File: src/logic/tfg_consts.svh
// constants for the two finger gesture engine
`ifndef TFG_CONSTS_SVH
`define TFG_CONSTS_SVH

`define TFG_COORD_W      16
`define TFG_DIST_W       18
`define TFG_CNT_W        3
`define TFG_TWO_TOUCHES  3'h2
`define TFG_NO_TOUCHES   3'h0
`define TFG_ANGLE_W      8
`define TFG_ANGLE_SHIFT  6
`define TFG_PROD_W       26
`define TFG_MS_NS        1000000
`define TFG_CLK_NS       10
`define TFG_MS_CNT_W     17
`define TFG_TAPT_W       16

`endif

File: src/logic/tfg_pkg.sv
// types shared by the two finger gesture engine files
`default_nettype none
`include "tfg_consts.svh"

package tfg_pkg;

	typedef logic signed [`TFG_DIST_W-1:0]  dist_t;
	typedef logic signed [`TFG_COORD_W-1:0] rel_t;
	typedef logic [`TFG_COORD_W-1:0]        coord_t;

	typedef enum logic [2:0] {IDLE, ARMED, SCROLL_X, SCROLL_Y, ZOOM_IN, ZOOM_OUT} gest_e;

	// per touch tap qualifier state
	typedef struct packed {
		coord_t                 startX;
		coord_t                 startY;
		logic [`TFG_TAPT_W-1:0] elapsed;
		logic                   ok;
	} judge_s;

	// whole engine state
	typedef struct packed {
		gest_e                    st;
		coord_t                   refX0;
		coord_t                   refY0;
		coord_t                   refX1;
		coord_t                   refY1;
		dist_t                    sepRef;
		coord_t                   prevX0;
		coord_t                   prevY0;
		coord_t                   prevX1;
		coord_t                   prevY1;
		logic [`TFG_CNT_W-1:0]    prevCnt;
		logic [`TFG_MS_CNT_W-1:0] msCnt;
		logic                     msTick;
		logic                     tap;
		logic                     scroll;
		logic                     zoom;
		rel_t                     relX;
		rel_t                     relY;
		logic                     done;
	} engine_s;

	// magnitude of a signed distance
	function automatic dist_t absDist(input dist_t v);
		return (v < 0) ? -v : v;
	endfunction : absDist

endpackage : tfg_pkg

`default_nettype wire

File: src/logic/two_finger_gesture_engine.sv
// two finger tap, scroll and zoom recogniser
`timescale 1ns/1ps
`default_nettype none
`include "tfg_consts.svh"

module two_finger_gesture_engine #(
	parameter int MS_CYCLES = (`TFG_MS_NS + `TFG_CLK_NS - 1) / `TFG_CLK_NS
) (
	input  wire logic                    clk,
	input  wire logic                    rst_n,
	input  wire logic                    cycleStrobe,
	input  wire logic [`TFG_CNT_W-1:0]   touchCount,
	input  wire tfg_pkg::coord_t         touch0X,
	input  wire tfg_pkg::coord_t         touch0Y,
	input  wire tfg_pkg::coord_t         touch1X,
	input  wire tfg_pkg::coord_t         touch1Y,
	input  wire logic                    enTwoFingerTap,
	input  wire logic                    enScroll,
	input  wire logic                    enZoom,
	input  wire tfg_pkg::coord_t         tapDistance,
	input  wire logic [`TFG_TAPT_W-1:0]  tapTime,
	input  wire tfg_pkg::coord_t         scrollInitDist,
	input  wire logic [`TFG_ANGLE_W-1:0] scrollAngle,
	input  wire tfg_pkg::coord_t         zoomInitDist,
	input  wire tfg_pkg::coord_t         zoomConsecDist,
	output logic                         twoFingerTap,
	output logic                         scrollFlag,
	output logic                         zoomFlag,
	output tfg_pkg::rel_t                relX,
	output tfg_pkg::rel_t                relY,
	output logic                         resultStrobe
);

	tfg_pkg::engine_s q, d;
	logic [1:0]       tapOk;
	logic             newPair, cnt2, parX, parY, okX, okY, zInOk, zOutOk, judgeStart;
	tfg_pkg::dist_t   dX0, dX1, dY0, dY1, mX, mY, aMX, aMY, sep, chg, vX, vY;
	logic [`TFG_PROD_W-1:0] perpX, limX, perpY, limY;

	// --------------------------------------------------------------
	// per touch tap qualifiers
	// --------------------------------------------------------------
	assign judgeStart = cycleStrobe && newPair;

	for (genvar t = 0; t < 2; t++) begin : g_judge
		touch_tap_judge u_judge (
			.clk         (clk),
			.rst_n       (rst_n),
			.cycleStrobe (cycleStrobe),
			.msTick      (q.msTick),
			.start       (judgeStart),
			.posX        ((t == 0) ? touch0X : touch1X),
			.posY        ((t == 0) ? touch0Y : touch1Y),
			.tapDistance (tapDistance),
			.tapTime     (tapTime),
			.tapOk       (tapOk[t])
		);
	end

	// --------------------------------------------------------------
	// geometry from the reference and previous coordinates
	// --------------------------------------------------------------
	// reference is the arrival point, rebased at each validated event
	always_comb begin
		cnt2    = (touchCount == `TFG_TWO_TOUCHES);
		newPair = cnt2 && (q.prevCnt != `TFG_TWO_TOUCHES);
		dX0 = tfg_pkg::dist_t'(touch0X) - tfg_pkg::dist_t'(q.refX0);
		dX1 = tfg_pkg::dist_t'(touch1X) - tfg_pkg::dist_t'(q.refX1);
		dY0 = tfg_pkg::dist_t'(touch0Y) - tfg_pkg::dist_t'(q.refY0);
		dY1 = tfg_pkg::dist_t'(touch1Y) - tfg_pkg::dist_t'(q.refY1);
		mX  = (dX0 + dX1) >>> 1;
		mY  = (dY0 + dY1) >>> 1;
		aMX = tfg_pkg::absDist(mX);
		aMY = tfg_pkg::absDist(mY);
		parX = (dX0 > 0 && dX1 > 0) || (dX0 < 0 && dX1 < 0);
		parY = (dY0 > 0 && dY1 > 0) || (dY0 < 0 && dY1 < 0);
		// tangent test without a divider: 64*perp <= angle*along
		perpX = `TFG_PROD_W'($unsigned(aMY)) << `TFG_ANGLE_SHIFT;
		limX  = `TFG_PROD_W'(scrollAngle) * `TFG_PROD_W'($unsigned(aMX));
		perpY = `TFG_PROD_W'($unsigned(aMX)) << `TFG_ANGLE_SHIFT;
		limY  = `TFG_PROD_W'(scrollAngle) * `TFG_PROD_W'($unsigned(aMY));
		okX = enScroll && parX && aMX > tfg_pkg::dist_t'(scrollInitDist) && perpX <= limX;
		okY = enScroll && parY && aMY > tfg_pkg::dist_t'(scrollInitDist) && perpY <= limY;
		// separation, direction of travel does not matter
		sep = tfg_pkg::absDist(tfg_pkg::dist_t'(touch0X) - tfg_pkg::dist_t'(touch1X)) +
			tfg_pkg::absDist(tfg_pkg::dist_t'(touch0Y) - tfg_pkg::dist_t'(touch1Y));
		chg    = sep - q.sepRef;
		zInOk  = enZoom && chg > tfg_pkg::dist_t'(zoomInitDist);
		zOutOk = enZoom && -chg > tfg_pkg::dist_t'(zoomInitDist);
		vX = ((tfg_pkg::dist_t'(touch0X) - tfg_pkg::dist_t'(q.prevX0)) +
			(tfg_pkg::dist_t'(touch1X) - tfg_pkg::dist_t'(q.prevX1))) >>> 1;
		vY = ((tfg_pkg::dist_t'(touch0Y) - tfg_pkg::dist_t'(q.prevY0)) +
			(tfg_pkg::dist_t'(touch1Y) - tfg_pkg::dist_t'(q.prevY1))) >>> 1;
	end

	// --------------------------------------------------------------
	// gesture state machine, evaluated once per processing cycle
	// --------------------------------------------------------------
	always_comb begin
		d      = q;
		d.done = cycleStrobe;
		// millisecond tick for the tap time bound
		d.msTick = (q.msCnt == `TFG_MS_CNT_W'(MS_CYCLES - 1));
		d.msCnt  = d.msTick ? '0 : q.msCnt + `TFG_MS_CNT_W'(1);
		if (cycleStrobe) begin
			d.tap     = 1'b0;
			d.scroll  = 1'b0;
			d.zoom    = 1'b0;
			d.relX    = '0;
			d.relY    = '0;
			d.prevCnt = touchCount;
			d.prevX0  = touch0X;
			d.prevY0  = touch0Y;
			d.prevX1  = touch1X;
			d.prevY1  = touch1Y;
			if (!cnt2) begin
				// both released together from a quiet pair
				if (q.st == tfg_pkg::ARMED && touchCount == `TFG_NO_TOUCHES &&
						enTwoFingerTap && tapOk == 2'b11)
					d.tap = 1'b1;
				d.st = tfg_pkg::IDLE;
			end else if (newPair) begin
				d.st = tfg_pkg::ARMED;
			end else if (q.st != tfg_pkg::IDLE) begin
				case (q.st)
					tfg_pkg::ZOOM_IN: begin
						if (enZoom && chg > tfg_pkg::dist_t'(zoomConsecDist)) begin
							d.zoom = 1'b1;
							d.relX = tfg_pkg::rel_t'(chg);
						end else if (zOutOk) begin
							d.st   = tfg_pkg::ZOOM_OUT;
							d.zoom = 1'b1;
							d.relX = tfg_pkg::rel_t'(chg);
						end else if (okX) begin
							d.st = tfg_pkg::SCROLL_X;
						end else if (okY) begin
							d.st = tfg_pkg::SCROLL_Y;
						end else if (!enZoom) begin
							d.st = tfg_pkg::ARMED;
						end
					end
					tfg_pkg::ZOOM_OUT: begin
						if (enZoom && -chg > tfg_pkg::dist_t'(zoomConsecDist)) begin
							d.zoom = 1'b1;
							d.relX = tfg_pkg::rel_t'(chg);
						end else if (zInOk) begin
							d.st   = tfg_pkg::ZOOM_IN;
							d.zoom = 1'b1;
							d.relX = tfg_pkg::rel_t'(chg);
						end else if (okX) begin
							d.st = tfg_pkg::SCROLL_X;
						end else if (okY) begin
							d.st = tfg_pkg::SCROLL_Y;
						end else if (!enZoom) begin
							d.st = tfg_pkg::ARMED;
						end
					end
					default: begin
						// zoom wins over scroll; scroll axis change revalidates
						if (zInOk || zOutOk) begin
							d.st   = zInOk ? tfg_pkg::ZOOM_IN : tfg_pkg::ZOOM_OUT;
							d.zoom = 1'b1;
							d.relX = tfg_pkg::rel_t'(chg);
						end else if (q.st != tfg_pkg::SCROLL_X && okX) begin
							d.st = tfg_pkg::SCROLL_X;
						end else if (q.st != tfg_pkg::SCROLL_Y && okY) begin
							d.st = tfg_pkg::SCROLL_Y;
						end else if (q.st != tfg_pkg::ARMED && !enScroll) begin
							d.st = tfg_pkg::ARMED;
						end
					end
				endcase
				// rebase on every newly validated gesture or zoom event
				if (d.zoom || d.st != q.st) begin
					d.refX0  = touch0X;
					d.refY0  = touch0Y;
					d.refX1  = touch1X;
					d.refY1  = touch1Y;
					d.sepRef = sep;
				end
				// scroll reports signed per cycle travel on its axis only
				if (d.st == tfg_pkg::SCROLL_X) begin
					d.scroll = 1'b1;
					d.relX   = tfg_pkg::rel_t'(vX);
				end else if (d.st == tfg_pkg::SCROLL_Y) begin
					d.scroll = 1'b1;
					d.relY   = tfg_pkg::rel_t'(vY);
				end
			end
			if (newPair) begin
				d.refX0  = touch0X;
				d.refY0  = touch0Y;
				d.refX1  = touch1X;
				d.refY1  = touch1Y;
				d.sepRef = sep;
			end
		end
	end

	// --------------------------------------------------------------
	// registers
	// --------------------------------------------------------------
	always_ff @(posedge clk or negedge rst_n) begin
		if (!rst_n)
			q <= '0;
		else
			q <= d;
	end

	assign twoFingerTap = q.tap;
	assign scrollFlag   = q.scroll;
	assign zoomFlag     = q.zoom;
	assign relX         = q.relX;
	assign relY         = q.relY;
	assign resultStrobe = q.done;

	// --------------------------------------------------------------
	// checks
	// --------------------------------------------------------------
	AST_TAP_ONE_CYCLE: assert property (@(posedge clk) disable iff (!rst_n)
		twoFingerTap && cycleStrobe |=> !twoFingerTap)
		else $error("two finger tap held past one processing cycle");
	AST_TAP_ON_RELEASE: assert property (@(posedge clk) disable iff (!rst_n)
		$rose(twoFingerTap) |-> $past(enTwoFingerTap) && $past(touchCount) == 3'h0)
		else $error("two finger tap without a joint release");
	AST_SCROLL_ONE_AXIS: assert property (@(posedge clk) disable iff (!rst_n)
		scrollFlag |-> (relX == 0 || relY == 0) && !zoomFlag)
		else $error("scroll reports on both axes");
	AST_ZOOM_IN_REL_X: assert property (@(posedge clk) disable iff (!rst_n)
		zoomFlag |-> relY == 0 && relX != 0)
		else $error("zoom magnitude not in relative x");
	AST_COUNT_ENDS: assert property (@(posedge clk) disable iff (!rst_n)
		cycleStrobe && touchCount != 3'h2 |=> !scrollFlag && !zoomFlag && q.st == tfg_pkg::IDLE)
		else $error("gesture survives a touch count other than two");
	AST_HOLD_BETWEEN: assert property (@(posedge clk) disable iff (!rst_n)
		!cycleStrobe |=> $stable(relX) && $stable(scrollFlag) && $stable(zoomFlag) && !resultStrobe)
		else $error("results changed outside a processing cycle");
	AST_SCROLL_OFF: assert property (@(posedge clk) disable iff (!rst_n)
		cycleStrobe && !enScroll |=> !scrollFlag)
		else $error("disabled scroll reported");
	AST_ZOOM_OFF: assert property (@(posedge clk) disable iff (!rst_n)
		cycleStrobe && !enZoom |=> !zoomFlag)
		else $error("disabled zoom reported");
	AST_LIFT_BLOCKS: assert property (@(posedge clk) disable iff (!rst_n)
		cycleStrobe && q.st == tfg_pkg::IDLE && !newPair |=> !scrollFlag && !zoomFlag)
		else $error("gesture validated without a new touch");
	AST_FIRST_SCROLL: assert property (@(posedge clk) disable iff (!rst_n)
		cycleStrobe && q.st == tfg_pkg::ARMED && !okX && !okY |=> !scrollFlag)
		else $error("scroll before initial distance");

endmodule : two_finger_gesture_engine

`default_nettype wire

File: src/logic/touch_tap_judge.sv
// tap qualifier for one touch: movement and duration bound
`timescale 1ns/1ps
`default_nettype none
`include "tfg_consts.svh"

module touch_tap_judge (
	input  wire logic                   clk,
	input  wire logic                   rst_n,
	input  wire logic                   cycleStrobe,
	input  wire logic                   msTick,
	input  wire logic                   start,
	input  wire tfg_pkg::coord_t        posX,
	input  wire tfg_pkg::coord_t        posY,
	input  wire tfg_pkg::coord_t        tapDistance,
	input  wire logic [`TFG_TAPT_W-1:0] tapTime,
	output logic                        tapOk
);

	tfg_pkg::judge_s q, d;
	tfg_pkg::dist_t  dX, dY;

	// --------------------------------------------------------------
	// next state
	// --------------------------------------------------------------
	// distances always from the first coordinate of the touch
	always_comb begin
		d  = q;
		dX = tfg_pkg::dist_t'(posX) - tfg_pkg::dist_t'(q.startX);
		dY = tfg_pkg::dist_t'(posY) - tfg_pkg::dist_t'(q.startY);
		if (start) begin
			d.startX  = posX;
			d.startY  = posY;
			d.elapsed = '0;
			d.ok      = 1'b1;
		end else begin
			if (msTick && q.elapsed != '1)
				d.elapsed = q.elapsed + `TFG_TAPT_W'(1);
			// must release before the tap time is reached
			if (msTick && ({1'b0, q.elapsed} + 17'h1 >= {1'b0, tapTime}))
				d.ok = 1'b0;
			if (cycleStrobe && (tfg_pkg::absDist(dX) > tfg_pkg::dist_t'(tapDistance) ||
					tfg_pkg::absDist(dY) > tfg_pkg::dist_t'(tapDistance)))
				d.ok = 1'b0;
		end
	end

	// --------------------------------------------------------------
	// registers
	// --------------------------------------------------------------
	always_ff @(posedge clk or negedge rst_n) begin
		if (!rst_n)
			q <= '0;
		else
			q <= d;
	end

	assign tapOk = q.ok;

endmodule : touch_tap_judge

`default_nettype wire

File: config.mk
export PLATFORM = sky130hd
export DESIGN_NAME = two_finger_gesture_engine
export DESIGN_NICKNAME = d
export VERILOG_FILES = /design/src/logic/tfg_pkg.sv /design/src/logic/two_finger_gesture_engine.sv /design/src/logic/touch_tap_judge.sv
export VERILOG_INCLUDE_DIRS = /design/src /design/src/logic
export SDC_FILE = /design/constraint.sdc
export NUM_CORES = 2
export LEC_CHECK = 0
export CAP_MARGIN = 20
export CORE_MARGIN = 2
export CORE_UTILIZATION = 35
export CTS_CLUSTER_DIAMETER = 200
export DETAILED_ROUTE_END_ITERATION = 6
export DONT_BUFFER_PORTS = 1
export HOLD_SLACK_MARGIN = 0.06
export PLACE_DENSITY = 0.46
export SLEW_MARGIN = 20
export SYNTH_ARGS = -nofsm -noshare
export SYNTH_HDL_FRONTEND = slang
export SYNTH_SLANG_ARGS = --single-unit
File: constraint.sdc
create_clock -name clk -period 14.3 [get_ports clk]
set_input_delay 2.145 -clock clk [delete_from_list [all_inputs] [get_ports clk]]
set_output_delay 2.145 -clock clk [all_outputs]
set_load 0.01 [all_outputs]
==> results.toml <==
[placed_design]
global_placement_routability_congestion = 0.907
hpwl_reported_at_the_end_of_detailed_placement_mm = 109
place_worst_setup_slack_ns = -0.0739
port-buffer-count = 0
place.detailed.instances = 6731

[clock_tree]
cts.hold.buffers_added = 0
clkTransAtPathRegs_ns = 0.06
clock_sink_count = 304
clk-insertion-delay-late_ns = 0.60
tritoncts_clock_tree = "done"
cts_root_buffer = "clkbuf_16"
cts_post_setup_buffers_inserted = 0
ctsResizeCount = 0
cts_bufs_inserted = 42
cts_htree_levels = 2
cts-root-to-sink-buffers = 3

[final_layout]
final_core_utilization_pct = 38.6
leading_cell_type_in_the_layout_fill_and_taps_excluded = "inv_1"
layout-drive-gt1-share_pct = 6.04
combined_area_of_the_multi_input_logic_cells_sq_um = 32300
design.final.nets = 6167
most-common-layout-cells = "inv_1 (683), ha_1 (586), nand2_1 (430)"
flow.area_growth_from_synthesis_pct = 9.20
seqCellArea_sq_um = 7610
layout.cells.non_filler = 6804
filler_cell_count = 12500

[detailed_routing]
dr.pass1.iters = 5
post_drt_via_cell_ratio = 5.12
drt_iter0_markers = 1756
routedWlPerCell_um = 19.8
remaining_drc_errors = 0
postRouteAntennaNets = 0
num_vias = 34800
detail_route.wirelength_mm = 134

[sta]
maxSlewHeadroom_pct = 25.8
report.final.slew_viol_count = 0
post-route-min-period_ns = 13.75
tightest_slew_ns = 1.11
hold_violations = 0
final.period_utilization_pct = 96.2
finClkSkew_ns = 0.0323
rsz_0062_raised_after_global_routing = "yes"
timing.fmax_ghz = 0.0727
totalNegativeSetupSlack_ns = 0
setup_viol_count_final = 0
timing.final.ws_setup_ns = 0.547

[synth]
synth_compound_area_share_pct = 16.8
synth-xor-area-share_pct = 7.99
synthSimpleGateAreaFrac_pct = 17.5
synth.area.mux_share_pct = 2.83
synth_edf_count = 0
synthesis.area_per_instance_sq_um = 8.49
syn-cell-area_sq_um = 43100
synth-adder-area-share_pct = 29.6
synth_cell_type_count = 100
synthesis.yosys.warnings = 0
syn_inst = 5074
asyncSetResetFlopFracSynth_pct = 100
synth_top_flop_cell = "dfrtp_1"
synth-seq-cells = 304
ys_seq_area_share_pct = 17.7
synth_top_family_by_area = "adder cells"

[critical_path]
crit_path_frequent_cell = "a21oi_1"
worst_r2r_path_depth = 53
critPathSlowestCell = "nor2_1"
cp-end-kind = "flop"
critical_path.max_stage_delay_ns = 0.86
crit-reg2reg-capture = "relX[1]$_DFFE_PN0P_"
worst-endpoint-arrival_ns = 14.27
crit-reg2reg-launch = "q[172]$_DFFE_PN0P_"
critPathCapture = "relX[1]$_DFFE_PN0P_"
cp-startpoint = "touch0Y[1]"
reg2reg_setup_slack_ns = 1.65
timing.critical_path.required_ns = 14.82
cp_max_fo = 15
worst_setup_path_start_kind = "primary input"
criticalPathCategory = "primary input to flop"

[global_route]
grt_util_all_layers_pct = 21.5
grt_pass1_vias = 35600
grt_overflow_total = 0
grt_pass1_wl_mm = 211
grt_max_degree = 305
grt_antenna_before_repair = 3

[die]
fp.dieW_um = 355
floorplan.initialDensity_pct = 35.3
design.portCount = 197
die_area_sq_um = 126000
floorplan.die.height_um = 355
placement_rows = 128
floorplan.core_area_sq_um = 122000

[job]
cap_violations = 0

[hold_path]
hold_path_class = "flop to flop"

[status]
run_status = "complete, no violations"
## cells by family after synthesis
group                    Yosys count
other                              2
XOR/XNOR                         393
AO/OA/AOI/OAI                   1115
multiplexers                      97
adder cells (fa/ha/maj)          857
flip-flops                       304
buffers and inverters            812
AND/OR/NAND/NOR                 1494
## flip-flops by register name, indices dropped and copies added (netlist names)
name                   flops
g_judge.u_judge.tapOk      2
zoomFlag                   1
relY                      16
scrollFlag                 1
twoFingerTap               1
relX                      16
q                        170
g_judge.u_judge.q         96
resultStrobe               1
## worst max-delay path, delay by kind of cell
family          cells  cell delay (ns)
simple gates       10             2.81
xor+xnor            2             0.37
fa+ha+maj           9             3.43
compound gates     26             4.88
buf+inv             5             0.64
## cell type report
type / instances / share of cell area [%]
Antenna cell: 1 / 0.00532
Clock buffer: 57 / 2.57
Clock inverter: 15 / 0.495
Inverter: 684 / 5.46
Multi-Input combinational cell: 3974 / 68.6
Sequential cell: 304 / 16.2
Tap cell: 1625 / 4.32
Timing Repair Buffer: 144 / 2.38
## per-layer routing
layer / global-route usage [%] / wire [um]
met5: 0 / 16
met3: 3.12 / 5510
met4: 3.52 / 1920
met2: 37.1 / 64100
met1: 28.7 / 62800
## worst min path at each step
| stage | startpoint | to | slack, ns | depth (start not counted) |
|---|---|---|---|---|
| finish | q[41]$_DFF_PN0_ | q[41]$_DFF_PN0_ | 0.48 | 1 |
| global route | q[41]$_DFF_PN0_ | q[41]$_DFF_PN0_ | 0.51 | 1 |
| CTS | g_judge[0].u_judge.q[17]$_DFFE_PN0P_ | g_judge[0].u_judge.q[17]$_DFFE_PN0P_ | 0.49 | 2 |
| detailed placement | g_judge[0].u_judge.q[17]$_DFFE_PN0P_ | g_judge[0].u_judge.q[17]$_DFFE_PN0P_ | 0.48 | 2 |
| global placement | q[41]$_DFF_PN0_ | q[41]$_DFF_PN0_ | 0.47 | 1 |
| floorplan | q[41]$_DFF_PN0_ | q[41]$_DFF_PN0_ | 0.45 | 1 |
## through the flow
| step | hold slack [ns] | area [sq um] |
|---|---|---|
| 3_3_place_gp | 0.467 | 45600 |
| 4_1_cts | 0.491 | 47000 |
| 2_1_floorplan | 0.446 | 43100 |
| 3_5_place_dp | 0.478 | 45600 |
| 6_report | 0.483 | 47000 |
| 5_1_grt | 0.509 | 47000 |
## synth_stat cells, types with 80 or more instances
| library cell | instances | area, sq um |
|---|---|---|
| inv_1 | 683 | 2560 |
| ha_1 | 586 | 7330 |
| nand2_1 | 430 | 1610 |
| o21ai_0 | 324 | 1620 |
| dfrtp_1 | 304 | 7610 |
| nor2_1 | 292 | 1100 |
| fa_1 | 270 | 5410 |
| a21oi_1 | 250 | 1250 |
| xnor2_1 | 248 | 2170 |
| and2_1 | 150 | 938 |
| nor2b_1 | 145 | 907 |
| xor2_1 | 145 | 1270 |
| a21o_1 | 104 | 781 |
| clkbuf_1 | 83 | 312 |
| o21a_1 | 80 | 601 |
Power is not shown: default switching activity piles up to over one toggle a cycle in this logic, so the estimate is an artifact.
